<file path="src/common/csed_pkg.sv">
// package: error codes, groups, register map and field layout for the error detector
package csed_pkg;

   // ---------------------------------------------------------------
   // error groups and codes
   // ---------------------------------------------------------------
   localparam logic [3:0] GRP_CFG          = 4'h5;
   localparam logic [3:0] GRP_QUAD         = 4'h6;
   localparam logic [3:0] GRP_LINK         = 4'h7;
   localparam logic [7:0] CODE_MASK_CFG    = 8'h50;
   localparam logic [7:0] CODE_PORT_CFG    = 8'h53;
   localparam logic [7:0] CODE_FORCE_LOCAL = 8'h54;
   localparam logic [7:0] CODE_RT_READ     = 8'h55;
   localparam logic [7:0] CODE_MC_XLATE    = 8'h56;
   localparam logic [7:0] CODE_SYNC_LOST0  = 8'h60;
   localparam logic [7:0] CODE_ALIGN_LOST  = 8'h64;
   localparam logic [7:0] CODE_BAD_CHAR    = 8'h70;
   localparam logic [7:0] CODE_UNALIGNED   = 8'h71;
   localparam logic [7:0] CODE_BAD_ACKID   = 8'h72;

   // ---------------------------------------------------------------
   // route values and sizes
   // ---------------------------------------------------------------
   localparam int         NUM_PORTS        = 10;
   localparam int         NUM_MASKS        = 40;
   localparam int         NUM_LANES        = 4;
   localparam int         NUM_EV           = 16;
   localparam logic [7:0] RT_MASK_BASE     = 8'h40;
   localparam logic [7:0] RT_FORCE_LOCAL   = 8'hdd;
   localparam logic [7:0] RT_NO_ROUTE      = 8'hdf;
   localparam logic [7:0] RT_READ_FAIL     = 8'hff;

   // ---------------------------------------------------------------
   // register map (byte offsets) and field positions
   // ---------------------------------------------------------------
   localparam logic [7:0] REG_ENABLE       = 8'h00;
   localparam logic [7:0] REG_ROUTE_WR     = 8'h04;
   localparam logic [7:0] REG_DOMAIN_WR    = 8'h08;
   localparam logic [7:0] REG_MASK_PORT    = 8'h0c;
   localparam logic [7:0] REG_ASSOC_SEL    = 8'h10;
   localparam logic [7:0] REG_ASSOC_OP     = 8'h14;
   localparam logic [7:0] REG_TRACE_PORT   = 8'h18;
   localparam logic [7:0] REG_INGRESS_SET  = 8'h1c;
   localparam logic [7:0] REG_EGRESS_SET   = 8'h20;
   localparam logic [7:0] REG_RT_READ      = 8'h24;
   localparam logic [7:0] REG_PENDING      = 8'h28;
   localparam int         EN_CFG_BIT       = 0;
   localparam int         EN_QUAD_BIT      = 1;
   localparam int         EN_PORT_BIT      = 2;
   localparam int         QUAD_4X_BIT      = 3;
   localparam int         OP_VERIFY_BIT    = 8;
   localparam int         OP_DOMAIN_BIT    = 9;
   localparam logic [2:0] ENABLE_RESET     = 3'h0;
   localparam logic [5:0] SRC_CFG          = 6'h00;
   localparam logic [5:0] SRC_QUAD_BASE    = 6'h20;
   localparam logic [15:0] PORT_VALID      = 16'h03ff;

   typedef enum logic [1:0] {
      CSED_IDLE  = 2'b00,
      CSED_OFFER = 2'b01
   } csed_arb_t;

endpackage

</file>
<file path="src/verilog/csed_detect.sv">
// error detector for configuration, serdes quad and link layer error groups
//
// Implementation choices: the strobed register port and the address map.
`timescale 1ns/1ps
module csed_detect
   import csed_pkg::*;
(
   input  wire logic        i_clk,
   input  wire logic        i_reset,
   input  wire logic [7:0]  i_addr,
   input  wire logic [31:0] i_wdata,
   input  wire logic        i_wr,
   input  wire logic        i_rd,
   input  wire logic [7:0]  i_rt_value,
   input  wire logic [3:0]  i_sync_lost,
   input  wire logic        i_align_lost,
   input  wire logic [3:0]  i_bad_char,
   input  wire logic [3:0]  i_unaligned,
   input  wire logic [3:0]  i_bad_ackid,
   input  wire logic        i_log_ready,
   output logic [31:0]      o_rdata,
   output logic [7:0]       o_route_wdata,
   output logic             o_route_we,
   output logic [15:0]      o_portset_wdata,
   output logic             o_log_valid,
   output logic [5:0]       o_log_source,
   output logic [7:0]       o_log_code
);

   // ---------------------------------------------------------------
   // decode helpers
   // ---------------------------------------------------------------
   function automatic logic is_port(input logic [7:0] v);
      return v < 8'(NUM_PORTS);
   endfunction

   function automatic logic is_mask(input logic [7:0] v);
      return (v >= RT_MASK_BASE) && (v < RT_MASK_BASE + 8'(NUM_MASKS));
   endfunction

   function automatic logic is_mask_range(input logic [7:0] v);
      return v >= RT_MASK_BASE && v < RT_FORCE_LOCAL;
   endfunction

   // ---------------------------------------------------------------
   // synchronisers for the asynchronous serdes/link event pins
   // ---------------------------------------------------------------
   logic [16:0] pin_raw;
   logic [16:0] s1_q;
   logic [16:0] s2_q;
   logic [16:0] s3_q;
   logic [16:0] lvl_q;
   logic [16:0] pin_rise;

   assign pin_raw = {i_align_lost, i_bad_ackid, i_unaligned, i_bad_char, i_sync_lost};

   always_ff @(posedge i_clk) begin
      if (i_reset) begin
         s1_q <= '0;
         s2_q <= '0;
         s3_q <= '0;
      end else begin
         s1_q <= pin_raw;
         s2_q <= s1_q;
         s3_q <= s2_q;
      end
   end

   // accepted level moves only when the second and third stages agree, so a
   // one-cycle glitch on a pin never becomes a logged error
   always_ff @(posedge i_clk) begin
      if (i_reset) begin
         lvl_q <= '0;
      end else begin
         lvl_q <= (s2_q & s3_q) | (lvl_q & (s2_q | s3_q));
      end
   end

   // a pulse on the cycle both stages first agree on a new high level
   assign pin_rise = s2_q & s3_q & ~lvl_q;

   // ---------------------------------------------------------------
   // register bus
   // ---------------------------------------------------------------
   logic [3:0]  enable_q;
   logic [7:0]  rt_sel;
   logic [31:0] rdata_d;

   always_ff @(posedge i_clk) begin
      if (i_reset) begin
         enable_q <= {1'b0, ENABLE_RESET};
      end else if (i_wr && i_addr == REG_ENABLE) begin
         enable_q <= i_wdata[3:0];
      end
   end

   logic [15:0] pend_q;

   always_comb begin
      rt_sel  = is_port(i_rt_value) || is_mask(i_rt_value) || i_rt_value == RT_NO_ROUTE
                ? i_rt_value : RT_READ_FAIL;
      rdata_d = 32'h0;
      case (i_addr)
         REG_ENABLE:  rdata_d = {28'h0, enable_q};
         REG_RT_READ: rdata_d = {24'h0, rt_sel};
         REG_PENDING: rdata_d = {16'h0, pend_q};
         default:     rdata_d = 32'h0;
      endcase
   end

   always_ff @(posedge i_clk) begin
      if (i_reset) begin
         o_rdata <= 32'h0;
      end else begin
         o_rdata <= i_rd ? rdata_d : 32'h0;
      end
   end

   // ---------------------------------------------------------------
   // route table writes with substitution
   // ---------------------------------------------------------------
   logic [7:0] wv;
   logic       wr_route;
   assign wv       = i_wdata[7:0];
   assign wr_route = i_wr && i_addr == REG_ROUTE_WR;

   always_ff @(posedge i_clk) begin
      if (i_reset) begin
         o_route_we    <= 1'b0;
         o_route_wdata <= RT_NO_ROUTE;
      end else begin
         o_route_we    <= wr_route;
         if (wr_route) begin
            o_route_wdata <= (is_port(wv) || is_mask(wv) || wv == RT_NO_ROUTE) ? wv
                             : RT_NO_ROUTE;
         end
      end
   end

   // partial write of valid port bits
   always_ff @(posedge i_clk) begin
      if (i_reset) begin
         o_portset_wdata <= 16'h0;
      end else if (i_wr && (i_addr == REG_INGRESS_SET || i_addr == REG_EGRESS_SET
                            || i_addr == REG_MASK_PORT)) begin
         o_portset_wdata <= i_wdata[15:0] & PORT_VALID;
      end
   end

   // ---------------------------------------------------------------
   // event detection: one slot per source/code pair; slots 11 and 12 share one pair and ackID has no slot
   // ---------------------------------------------------------------
   logic [NUM_EV-1:0] ev;
   logic [7:0]        ev_code [NUM_EV];
   logic [5:0]        ev_src  [NUM_EV];
   logic              bad_rt_read;
   logic              bad_mask_read;

   assign bad_rt_read = i_rd && i_addr == REG_RT_READ && rt_sel == RT_READ_FAIL;
   // a read that lands between the last mask and the local value
   assign bad_mask_read = i_rd && i_addr == REG_RT_READ && is_mask_range(i_rt_value)
                          && !is_mask(i_rt_value);

   always_comb begin
      ev = '0;
      if (enable_q[EN_CFG_BIT] && i_wr) begin
         ev[0] = (i_addr == REG_ROUTE_WR && is_mask_range(wv) && !is_mask(wv))
              || (i_addr == REG_DOMAIN_WR && is_mask_range(wv))
              || (i_addr == REG_MASK_PORT && !is_mask(i_wdata[23:16]))
              || (i_addr == REG_ASSOC_SEL && !is_mask(wv))
              || (i_addr == REG_ASSOC_OP && i_wdata[OP_VERIFY_BIT] && i_wdata[OP_DOMAIN_BIT]);
         ev[1] = (i_addr == REG_ROUTE_WR && !is_mask_range(wv) && !is_port(wv)
                  && wv != RT_FORCE_LOCAL && wv != RT_NO_ROUTE)
              || (i_addr == REG_MASK_PORT && !is_port(i_wdata[7:0]))
              || (i_addr == REG_TRACE_PORT && !is_port(wv));
         ev[2] = i_addr == REG_ROUTE_WR && wv == RT_FORCE_LOCAL;
         ev[4] = (i_addr == REG_INGRESS_SET || i_addr == REG_EGRESS_SET
                  || i_addr == REG_MASK_PORT) && |(i_wdata[15:0] & ~PORT_VALID);
      end
      ev[3] = enable_q[EN_CFG_BIT] && bad_rt_read;
      ev[0] = ev[0] | (enable_q[EN_CFG_BIT] && bad_mask_read);
      if (enable_q[EN_QUAD_BIT]) begin
         ev[8:5] = pin_rise[3:0];
         ev[9]   = pin_rise[16] && enable_q[QUAD_4X_BIT];
      end
      if (enable_q[EN_PORT_BIT]) begin
         ev[10] = |pin_rise[7:4];
         ev[11] = enable_q[QUAD_4X_BIT] && |pin_rise[11:8];
         ev[15:12] = enable_q[QUAD_4X_BIT] ? 4'h0 : pin_rise[11:8];
      end
   end

   generate
      for (genvar k = 0; k < NUM_EV; k++) begin : g_slot
         if (k < 5) begin : g_cfg
            assign ev_src[k]  = SRC_CFG;
            assign ev_code[k] = (k == 0) ? CODE_MASK_CFG : (k == 1) ? CODE_PORT_CFG :
                                (k == 2) ? CODE_FORCE_LOCAL : (k == 3) ? CODE_RT_READ :
                                CODE_MC_XLATE;
         end else if (k < 10) begin : g_quad
            assign ev_src[k]  = SRC_QUAD_BASE;
            assign ev_code[k] = CODE_SYNC_LOST0 + 8'(k - 5);
         end else if (k < 12) begin : g_link
            assign ev_src[k]  = SRC_QUAD_BASE;
            assign ev_code[k] = (k == 10) ? CODE_BAD_CHAR : CODE_UNALIGNED;
         end else begin : g_lane
            assign ev_src[k]  = SRC_QUAD_BASE + 6'(k - 12);
            assign ev_code[k] = CODE_UNALIGNED;
         end
      end
   endgenerate

   // ---------------------------------------------------------------
   // pending flags and log hand-off
   // ---------------------------------------------------------------
   logic [NUM_EV-1:0] grant;
   logic [3:0]        pick;
   logic              ackid_ev;
   logic              ackid_pend_q;
   logic [3:0]        pick_q;
   logic              ack_offer_q;
   csed_arb_t         state_q;

   assign ackid_ev = enable_q[EN_PORT_BIT] && |pin_rise[15:12];

   always_comb begin
      pick = 4'h0;
      for (int j = NUM_EV - 1; j >= 0; j--) begin
         if (pend_q[j]) begin
            pick = 4'(j);
         end
      end
   end

   // the slot on offer is remembered, so a lower slot that turns up while an
   // entry waits, or an ackID entry on offer, never clears the wrong flag
   assign grant = (state_q == CSED_OFFER && i_log_ready && !ack_offer_q) ? (16'h1 << pick_q)
                  : 16'h0;

   always_ff @(posedge i_clk) begin
      if (i_reset) begin
         pend_q <= '0;
      end else begin
         pend_q <= (pend_q & ~grant) | ev;
      end
   end

   always_ff @(posedge i_clk) begin
      if (i_reset) begin
         ackid_pend_q <= 1'b0;
      end else begin
         ackid_pend_q <= ackid_ev | (ackid_pend_q & ~(state_q == CSED_IDLE));
      end
   end

   always_ff @(posedge i_clk) begin
      if (i_reset) begin
         state_q      <= CSED_IDLE;
         pick_q       <= 4'h0;
         ack_offer_q  <= 1'b0;
         o_log_valid  <= 1'b0;
         o_log_source <= 6'h0;
         o_log_code   <= 8'h0;
      end else begin
         case (state_q)
            CSED_IDLE: begin
               if (ackid_pend_q) begin
                  o_log_valid  <= 1'b1;
                  o_log_source <= SRC_QUAD_BASE;
                  o_log_code   <= CODE_BAD_ACKID;
                  ack_offer_q  <= 1'b1;
                  state_q      <= CSED_OFFER;
               end else if (|pend_q) begin
                  o_log_valid  <= 1'b1;
                  o_log_source <= ev_src[pick];
                  o_log_code   <= ev_code[pick];
                  pick_q       <= pick;
                  ack_offer_q  <= 1'b0;
                  state_q      <= CSED_OFFER;
               end
            end
            CSED_OFFER: begin
               if (i_log_ready) begin
                  o_log_valid <= 1'b0;
                  state_q     <= CSED_IDLE;
               end
            end
            default: state_q <= CSED_IDLE;
         endcase
      end
   end

   // ---------------------------------------------------------------
   // checks
   // ---------------------------------------------------------------
   a_cfg_gate: assert property (@(posedge i_clk) disable iff (i_reset)
      !enable_q[EN_CFG_BIT] |-> ev[4:0] == 5'h0) else $error("config event while disabled");
   a_route_sub: assert property (@(posedge i_clk) disable iff (i_reset)
      (wr_route && wv == RT_FORCE_LOCAL) |=> o_route_we && o_route_wdata == RT_NO_ROUTE)
      else $error("local value not replaced");
   a_rd_fail: assert property (@(posedge i_clk) disable iff (i_reset)
      (i_rd && i_addr == REG_RT_READ && !is_port(i_rt_value) && !is_mask(i_rt_value)
       && i_rt_value != RT_NO_ROUTE) |=> o_rdata == {24'h0, RT_READ_FAIL})
      else $error("illegal read not ff");
   a_partial_wr: assert property (@(posedge i_clk) disable iff (i_reset)
      (i_wr && i_addr == REG_INGRESS_SET) |=> o_portset_wdata == ($past(i_wdata[15:0]) & PORT_VALID))
      else $error("port set write wrong");
   a_quad_gate: assert property (@(posedge i_clk) disable iff (i_reset)
      !enable_q[EN_QUAD_BIT] |-> ev[9:5] == 5'h0) else $error("quad event while disabled");
   a_link_gate: assert property (@(posedge i_clk) disable iff (i_reset)
      !enable_q[EN_PORT_BIT] |-> ev[15:10] == 6'h0 && !ackid_ev)
      else $error("link event while disabled");
   a_sync_code: assert property (@(posedge i_clk) disable iff (i_reset)
      (o_log_valid && o_log_code >= CODE_SYNC_LOST0 && o_log_code < CODE_ALIGN_LOST)
      |-> o_log_source == SRC_QUAD_BASE) else $error("sync code source wrong");
   a_hold_entry: assert property (@(posedge i_clk) disable iff (i_reset)
      (o_log_valid && !i_log_ready) |=> o_log_valid && $stable(o_log_code))
      else $error("entry dropped before accept");
   a_offer_bound: assert property (@(posedge i_clk) disable iff (i_reset)
      (|pend_q && state_q == CSED_IDLE) |=> o_log_valid) else $error("pending not offered");
   // the offered slot stays pending until the log takes it
   a_offer_live: assert property (@(posedge i_clk) disable iff (i_reset)
      (state_q == CSED_OFFER && !ack_offer_q) |-> pend_q[pick_q])
      else $error("offered slot not pending");
   a_ack_no_drop: assert property (@(posedge i_clk) disable iff (i_reset)
      (state_q == CSED_OFFER && ack_offer_q) |=> (($past(pend_q) & ~pend_q) == 16'h0))
      else $error("flag cleared under ackID entry");
   a_read_code: assert property (@(posedge i_clk) disable iff (i_reset)
      (enable_q[EN_CFG_BIT] && bad_rt_read) |=> pend_q[3])
      else $error("illegal read not pending");

   c_cfg_log:  cover property (@(posedge i_clk) o_log_valid && o_log_code == CODE_MASK_CFG);
   c_quad_log: cover property (@(posedge i_clk) o_log_valid && o_log_code == CODE_ALIGN_LOST);
   c_ack_log:  cover property (@(posedge i_clk) o_log_valid && o_log_code == CODE_BAD_ACKID);
   c_backlog:  cover property (@(posedge i_clk) $countones(pend_q) > 1);

endmodule // csed_detect

</file>
<file path="config.mk">
export PLATFORM = sky130hd
export DESIGN_NAME = csed_detect
export DESIGN_NICKNAME = d
export VERILOG_FILES = /design/src/common/csed_pkg.sv /design/src/verilog/csed_detect.sv
export SDC_FILE = /design/constraint.sdc
export NUM_CORES = 1
export LEC_CHECK = 0
export BUFFER_PORTS_ARGS = -buffer_cell sky130_fd_sc_hd__buf_2
export CORE_MARGIN = 2
export CORE_UTILIZATION = 30
export CTS_BUF_LIST = sky130_fd_sc_hd__clkbuf_16
export CTS_CLUSTER_DIAMETER = 200
export DETAILED_ROUTE_END_ITERATION = 16
export PLACE_DENSITY = 0.52
export SLEW_MARGIN = 20
export SYNTH_ARGS = -nofsm -noshare
export SYNTH_HDL_FRONTEND = slang
export SYNTH_SLANG_ARGS = --single-unit
</file>
<file path="constraint.sdc">
create_clock -name i_clk -period 2.2 [get_ports i_clk]
set_input_delay 0.55 -clock i_clk [delete_from_list [all_inputs] [get_ports i_clk]]
set_output_delay 0.55 -clock i_clk [all_outputs]
set_load 0.05 [all_outputs]
</file>
After elaboration in Yosys (flattened, before gate mapping)
Memory sizes are Yosys's and may differ from the RTL's. Cells that the tools add are included.

Memory bits (read-only): 224. Latch bits: 0. Memories: 2. Output and inout port bits: 72. RAM bits: 0. Bits in registers: 162. Bits of input ports: 70.

Memory list: (name not given) (depth 16, bits a word 8, read ports 1, clocked after memory_dff 0, wr ports 0, line csed_detect.sv:276) `o_log_code <= ev_code[pick];`; (name not given) (depth 16, bits a word 6, read ports 1, clocked after memory_dff 0, wr ports 0, line csed_detect.sv:275) `o_log_source <= ev_src[pick];`.

$lt $le $gt $ge: 11. Bitwise gates (word level): 16. $add $sub $neg: 0. Shifts and indexed selects: 1. Multipliers: 0. Div/mod/pow operators: 0. Reduce and logical (&&, ||, !) cells: 67. Eq/ne operators: 19. Multiplexer cells: 43.

Operator list (number): $mux W4 (17); $and A17 B17 Y17 (3); $mux W8 (6); $pmux W16 S3 (1); $logic_and A1 B1 Y1 (35); $or A17 B17 Y17 (2); $eq A8 B5 Y1 const B (4); $eq A8 B8 Y1 const B (4); $mux W6 (5); $eq A8 B6 Y1 const B (3); $ge A8 B7 Y1 const B (3); $lt A8 B7 Y1 const B (3); $not A17 Y17 (1); $and A16 B16 Y16 (1); $eq A8 B4 Y1 const B (2); $lt A8 B4 Y1 const B (2); $lt A8 B8 Y1 const B (2); $mux W16 (1); $ne A8 B8 Y1 const B (2); $not A16 Y16 (1); $or A16 B16 Y16 (1); $reduce_or A16 Y1 (1); $shl A1 B4 Y16 const A (1); $logic_or A1 B1 Y1 (12); other kinds (24) (44).

Longest topological paths before layout
Gate-level depths: netlist of run 1.

Depth in word-level cells: 22. Gate-level depth with buffers: 9.

Worst setup path after synthesis of run 1
Ideal clock, no wire load.

Path type: in2reg. Start: input port i_addr[1]. End: register o_route_wdata[3]. Data arrival time: 2.125 ns. Path slack: -0.047 ns. Stages: 6. Path buffers: 0. Path through: or4_4 or3_4 nor2_4 nand3_4 a211o_1 o32a_1.

Longest elaborated chain between the ends: 2.

Ends and longest elaborated chain: from (decl) (line csed_detect.sv:10) `input wire logic [7:0] i_addr,`; $eq A8 B3 Y1 (line csed_detect.sv:125) `assign wr_route = i_wr && i_addr == REG_ROUTE_WR;`; $logic_and A1 B1 Y1 (line csed_detect.sv:125); to (signal assigned) (line csed_detect.sv:134) `o_route_wdata <= (is_port(wv) || is_mask(wv) || wv == RT_NO_ROUTE) ? wv`; to (decl) (line csed_detect.sv:22) `output logic [7:0] o_route_wdata,`.

No other way between the ends. A chain may end at the register's enable or synchronous reset.

Worst setup path in the final report of run 1
Start: register pend_q[10]. End: register o_log_code[4].

Longest elaborated chain between the ends: 17.

Ends and longest elaborated chain: from (decl) (line csed_detect.sv:97) `logic [15:0] pend_q;`; from (signal assigned) (line csed_detect.sv:244) `pend_q <= (pend_q & ~grant) | ev;`; $mux W4 (11 in series) (line csed_detect.sv:229) `if (pend_q[j]) begin`; net pick[1] (line csed_detect.sv:217) `logic [3:0] pick;`; $not A4 Y5 (not written as such) (line csed_detect.sv:276); $mem_v2 Z16 W8; $mux W8 (not written as such) (2 in series) (line csed_detect.sv:276); $mux W8 (line csed_detect.sv:273) `end else if (|pend_q) begin`; $mux W8 (line csed_detect.sv:267) `if (ackid_pend_q) begin`; to (signal assigned) (line csed_detect.sv:276); to (decl) (line csed_detect.sv:27) `output logic [7:0] o_log_code`.

The timed path passes the listed nets, and every way through them passes these cells. The select of a mux whose other input is x is not followed.

==> impl_metrics.json, run 1 <==
{
  "drtAntennaViolNets": 0,
  "synth.distinct_cells": 58,
  "power_density_nw_per_um2": 814.0,
  "antenna_found_initial": 0,
  "skew_ns": 0.004766,
  "syn_to_final_growth_pct": 24.81,
  "worstHoldPathCells": 2,
  "grt_pass1_wl_um": 21020,
  "grt_pass1_vias": 4187,
  "post-route-min-period_ns": 2.018,
  "ys_ff_latch": 138,
  "min_path_type": "input port to flop",
  "placed_cell_area_um2": 6391,
  "rows": 49,
  "crit_fanout": 4,
  "cts_resized": 0,
  "criticalPathCategory": "flop to flop",
  "worstPathArrival_ns": 2.30,
  "dpl.cell_count": 961,
  "remaining_drc_errors": 0,
  "htreeDepth": 4,
  "layout-drive-gt1-share": 0.2304,
  "syn_inst": 631,
  "clkSlewWorstSetupHoldPaths_ns": 0.06,
  "endpoint_kind": "flop",
  "p_leak_nw": 2.864,
  "pre_cts_ws_ns": -0.1951,
  "ys.flop_type": "dfxtp_1",
  "cts_max_path_buffers": 2,
  "drt_iter0_drc": 240,
  "cts_setup_buffers": 0,
  "final_area_um2": 6993,
  "power_w": 0.005692,
  "max_freq_ghz": 0.4955,
  "layout_commonest_cell": "dfxtp_1",
  "worst-r2r-cell-count": 7,
  "finalHoldViolations": 0,
  "drv_slew": 0,
  "dp_hpwl_um": 9279,
  "tritoncts": "yes",
  "layout_common_cells": "dfxtp_1, buf_2, nand2_1, a21oi_1, nor2b_1",
  "slowest_delay_ns": 0.40,
  "slowest_stage": "a2111oi_0",
  "synth_edf_count": 0,
  "gp_congestion": 0.7908,
  "root_buffer": "clkbuf_16",
  "max-slew-margin-rel": 0.6026,
  "wl_per_cell_um": 12.84,
  "num_antenna_cells": 0,
  "num-fill-cells": 1860,
  "die_h_um": 140.7,
  "vias": 4580,
  "ys_async_sr_fraction": 0,
  "cts_hold_buf": 0,
  "ir_worst_vdd_uv": 554.8,
  "core_area_um2": 18150,
  "grtUsageTotal": 0.1311,
  "start_util": 0.3087,
  "yosys_warnings": 0,
  "cp-start-kind": "flop",
  "status": "finished clean",
  "io_pins": 142,
  "finalWirelength_um": 12750,
  "instances_no_fill": 993,
  "crit_chain": "buf_4, o31ai_1, a31oi_1, inv_1, ha_1, nor4_1, a2111oi_0",
  "tightestPinTransition_ns": 0.5907,
  "grt_max_degree": 86,
  "dr.pass1.iters": 4,
  "drv_cap": 0,
  "syn_area_per_cell_um2": 8.879,
  "fin_nets": 825,
  "portBuffers": 103,
  "clock-sinks": 138,
  "syn_area_um2": 5603,
  "die-area_um2": 19790,
  "cp.required_ns": 2.48,
  "fin_ws_ns": 0.1819,
  "vias_per_cell": 4.612,
  "cts_made_buffers": 17,
  "clk_latency_ns": 0.41,
  "overflow": 0,
  "setup_viol": 0,
  "min_period_over_period": 0.9173,
  "die_w_um": 140.7,
  "rsz0062_at_grt": "false",
  "timing.hold.ws_ns": 0.3425,
  "ys_seq_area_frac": 0.4931
}
-- cell type report --
type,instances,area [µm²],area share
repair buffers,126,715.7,0.1023
flip-flops and latches,138,2763,0.3951
inverters,10,37.54,0.005368
clock buffers,17,425.4,0.06083
multi-input cells,458,2601,0.3720
well taps,229,286.5,0.04097
clock inverters,15,163.9,0.02344
-- layer usage --
metal / share of wire / GRT usage / up-vias
met3: 0.040 / 0.03397 / 11
met2: 0.45 / 0.2064 / 95
met5: 0 / 0 / -
met4: 0.011 / 0.04158 / 0
li1: - / - / 2391
met1: 0.50 / 0.1764 / 2083
-- state kept, by name, indices dropped and copies added (netlist names), 6 cells and up --
signal / count
o_rdata: 16
o_log_code: 6
o_portset_wdata: 10
s3_q: 17
s1_q: 17
s2_q: 17
o_route_wdata: 8
pend_q: 16
lvl_q: 17
-- critical path: cells and delay by family (launching register included) --
family | cells | cell delay (ns)
flops | 1 | 0.34
compound gates | 3 | 0.95
buf+inv | 2 | 0.31
simple gates | 1 | 0.07
fa+ha+maj | 1 | 0.22
-- kinds of logic after synthesis --
kind of cell	share of synthesized area
compound gates	0.1758
fa+ha+maj	0.008933
buf+inv	0.06230
flops	0.4931
mux	0.02322
other cells	0.0006693
simple gates	0.2360
-- worst paths after layout --
check / slack, ns / endpoint / start
min reg2reg: 0.43 / s2_q[14] / s1_q[14]
max: 0.18 / o_log_code[4] / pend_q[10]
min: 0.34 / s1_q[14] / i_bad_ackid[2]
max reg2reg: 0.18 / o_log_code[4] / pend_q[10]
-- power by group --
group | switching [W] | internal, W | total (W)
sequential | 0.0000183 | 0.00254 | 0.00256
clock | 0.00113 | 0.00169 | 0.00282
combinational | 0.000224 | 0.0000894 | 0.000313
-- Yosys cell counts (4+ instances only) --
cell type    n  area [µm²]
a21oi_1     60       300.3
a22oi_1      8       60.06
a31oi_1      4       25.02
and2_1       9       56.30
and3_1       4       25.02
buf_4       29       217.7
clkbuf_1    15       56.30
dfxtp_1    138        2763
ha_1         4       50.05
inv_1       10       37.54
mux2i_1     13       130.1
nand2_1     66       247.7
nand2b_1     9       56.30
nand3_1      9       45.04
nand4_1      5       31.28
nand4b_1     6       52.55
nor2_1      49       183.9
nor2b_1     58       362.9
nor3_1       9       45.04
nor4_1      10       62.56
o21ai_0     54       270.3
o22ai_1      6       37.54
o31ai_1      4       30.03
o32a_1       5       50.05
or2_2        7       43.79
-- through the flow --
| stage | setup TNS, ns | utilization |
|---|---|---|
| floorplan | -0.1873 | - |
| global placement | -2.795 | 0.3522 |
| detailed placement | -3.134 | 0.3522 |
| CTS | 0 | 0.3847 |
| global route | 0 | 0.3853 |
| finish | 0 | 0.3853 |
Power figures use the tool's default switching activity.
==> run 2: changes to the inputs <==
--- a/config.mk
+++ b/config.mk
@@ -12,6 +12,7 @@
 export CTS_CLUSTER_DIAMETER = 200
 export DETAILED_ROUTE_END_ITERATION = 16
 export PLACE_DENSITY = 0.52
+export RECOVER_POWER = 25
 export SLEW_MARGIN = 20
 export SYNTH_ARGS = -nofsm -noshare
 export SYNTH_HDL_FRONTEND = slang
==> impl_metrics.json, run 2 (synthesis gave the netlist of run 1 again) <==
{
  "timing.rr.start": "pend_q[10]",
  "vias_per_cell": 4.619,
  "skew_ns": 0.004528,
  "start_util": 0.3087,
  "timing.setup.tns_ns": 0,
  "p_leak_nw": 2.859,
  "post-route-min-period_ns": 2.018,
  "grt_max_degree": 86,
  "cts_hold_buf": 0,
  "tightestPinTransition_ns": 1.604,
  "cts_max_path_buffers": 2,
  "die-area_um2": 19790,
  "finalWirelength_um": 12690,
  "die_h_um": 140.7,
  "grtUsageTotal": 0.1311,
  "dpl.cell_count": 961,
  "clkSlewWorstSetupHoldPaths_ns": 0.06,
  "use_met3": 0.03397,
  "cp.required_ns": 2.48,
  "crit_start": "pend_q[10]",
  "root_buffer": "clkbuf_16",
  "die_w_um": 140.7,
  "finalHoldViolations": 0,
  "clock-sinks": 138,
  "max-slew-margin-rel": -0.06946,
  "overflow": 0,
  "gp_congestion": 0.7908,
  "clk_latency_ns": 0.41,
  "power_density_nw_per_um2": 815.0,
  "vias": 4587,
  "dp_hpwl_um": 9279,
  "worstPathArrival_ns": 2.29,
  "wl_per_cell_um": 12.78,
  "drtAntennaViolNets": 0,
  "syn_to_final_growth_pct": 24.54,
  "core_area_um2": 18150,
  "gr-usage-met2": 0.2064,
  "grt_pass1_wl_um": 21020,
  "layout-drive-gt1-share": 0.2304,
  "crit_fanout": 4,
  "min_path_type": "input port to flop",
  "violations": "capacitance limit, slew limit",
  "portBuffers": 103,
  "drv_cap": 1,
  "holdCritStartpoint": "i_bad_ackid[2]",
  "tritoncts": "yes",
  "max_freq_ghz": 0.4956,
  "drv_slew": 86,
  "rows": 49,
  "gr-usage-met1": 0.1764,
  "endpoint_kind": "flop",
  "cts_setup_buffers": 0,
  "min_period_over_period": 0.9171,
  "layout_commonest_cell": "dfxtp_1",
  "drt_iter0_drc": 202,
  "power_w": 0.005687,
  "layout_common_cells": "dfxtp_1, buf_2, nand2_1, a21oi_1, nor2b_1",
  "grt_pass1_vias": 4187,
  "instances_no_fill": 993,
  "cp-start-kind": "flop",
  "io_pins": 142,
  "criticalPathCategory": "flop to flop",
  "setup_viol": 0,
  "dr.pass1.iters": 4,
  "num_antenna_cells": 0,
  "busiest_layer": "met2",
  "fin_nets": 825,
  "status": "finished with violations",
  "remaining_drc_errors": 0,
  "ir_worst_vdd_uv": 553.3,
  "rsz0062_at_grt": "false",
  "cts_made_buffers": 17,
  "htreeDepth": 4,
  "antenna_found_initial": 0
}
==> run 2: changes by cell type in the layout (fill, tap and decap cells not counted), sizes merged <==
cell    before  now
buf        126  125
clkbuf      17   18
==> run 2: power breakdown <==
group          internal (W)  switching (W)  total [W]
sequential          0.00254      0.0000183    0.00256
clock               0.00169        0.00113    0.00282
combinational     0.0000871       0.000223   0.000310
total               0.00431        0.00137    0.00569
==> run 2: layer usage <==
layer / vias up / share of wire
met5: - / 0
met4: 0 / 0.010
met3: 11 / 0.043
met2: 101 / 0.45
met1: 2083 / 0.50
li1: 2392 / -
==> run 2: worst max-delay path, cell delays in order, from the launching register on <==
cell	delay, ns
dfxtp_1	0.34
buf_4	0.15
o31ai_1	0.33
a31oi_1	0.22
inv_1	0.16
ha_1	0.22
nor4_1	0.07
a2111oi_0	0.40
==> run 2: through the flow <==
stage / setup WS (ns) / hold WS (ns) / utilization / area, µm²
2_1_floorplan: -0.04682 / 0.4138 / - / 5700
3_3_place_gp: -0.1886 / 0.4165 / 0.3522 / 6391
3_5_place_dp: -0.1951 / 0.4239 / 0.3522 / 6391
4_1_cts: 0.07710 / 0.3226 / 0.3847 / 6980
5_1_grt: 0.01964 / 0.3239 / 0.3845 / 6978
6_report: 0.1823 / 0.3425 / 0.3845 / 6978
==> run 2: final timing paths <==
path / endpoint / slack (ns) / depth (start not counted)
setup / recovery: o_log_code[4] / 0.18 / 7
hold / removal: s1_q[14] / 0.34 / 2
setup reg to reg: o_log_code[4] / 0.18 / 7
hold reg to reg: s2_q[14] / 0.43 / 1
==> run 2: area by class of cell <==
cell class	count	area, µm²
Clock buffer	17	425.4
Clock inverter	15	163.9
Fill cell	1862	11170
Inverter	10	37.54
Multi-Input combinational cell	458	2601
Sequential cell	138	2763
Tap cell	229	286.5
Timing Repair Buffer	126	700.7
==> run 2: repair_timing <==
item	4_1_cts	5_1_grt
endpoints found under the hold margin	0	0
setup endpoints to repair	0	2
gates resized for setup	0	5
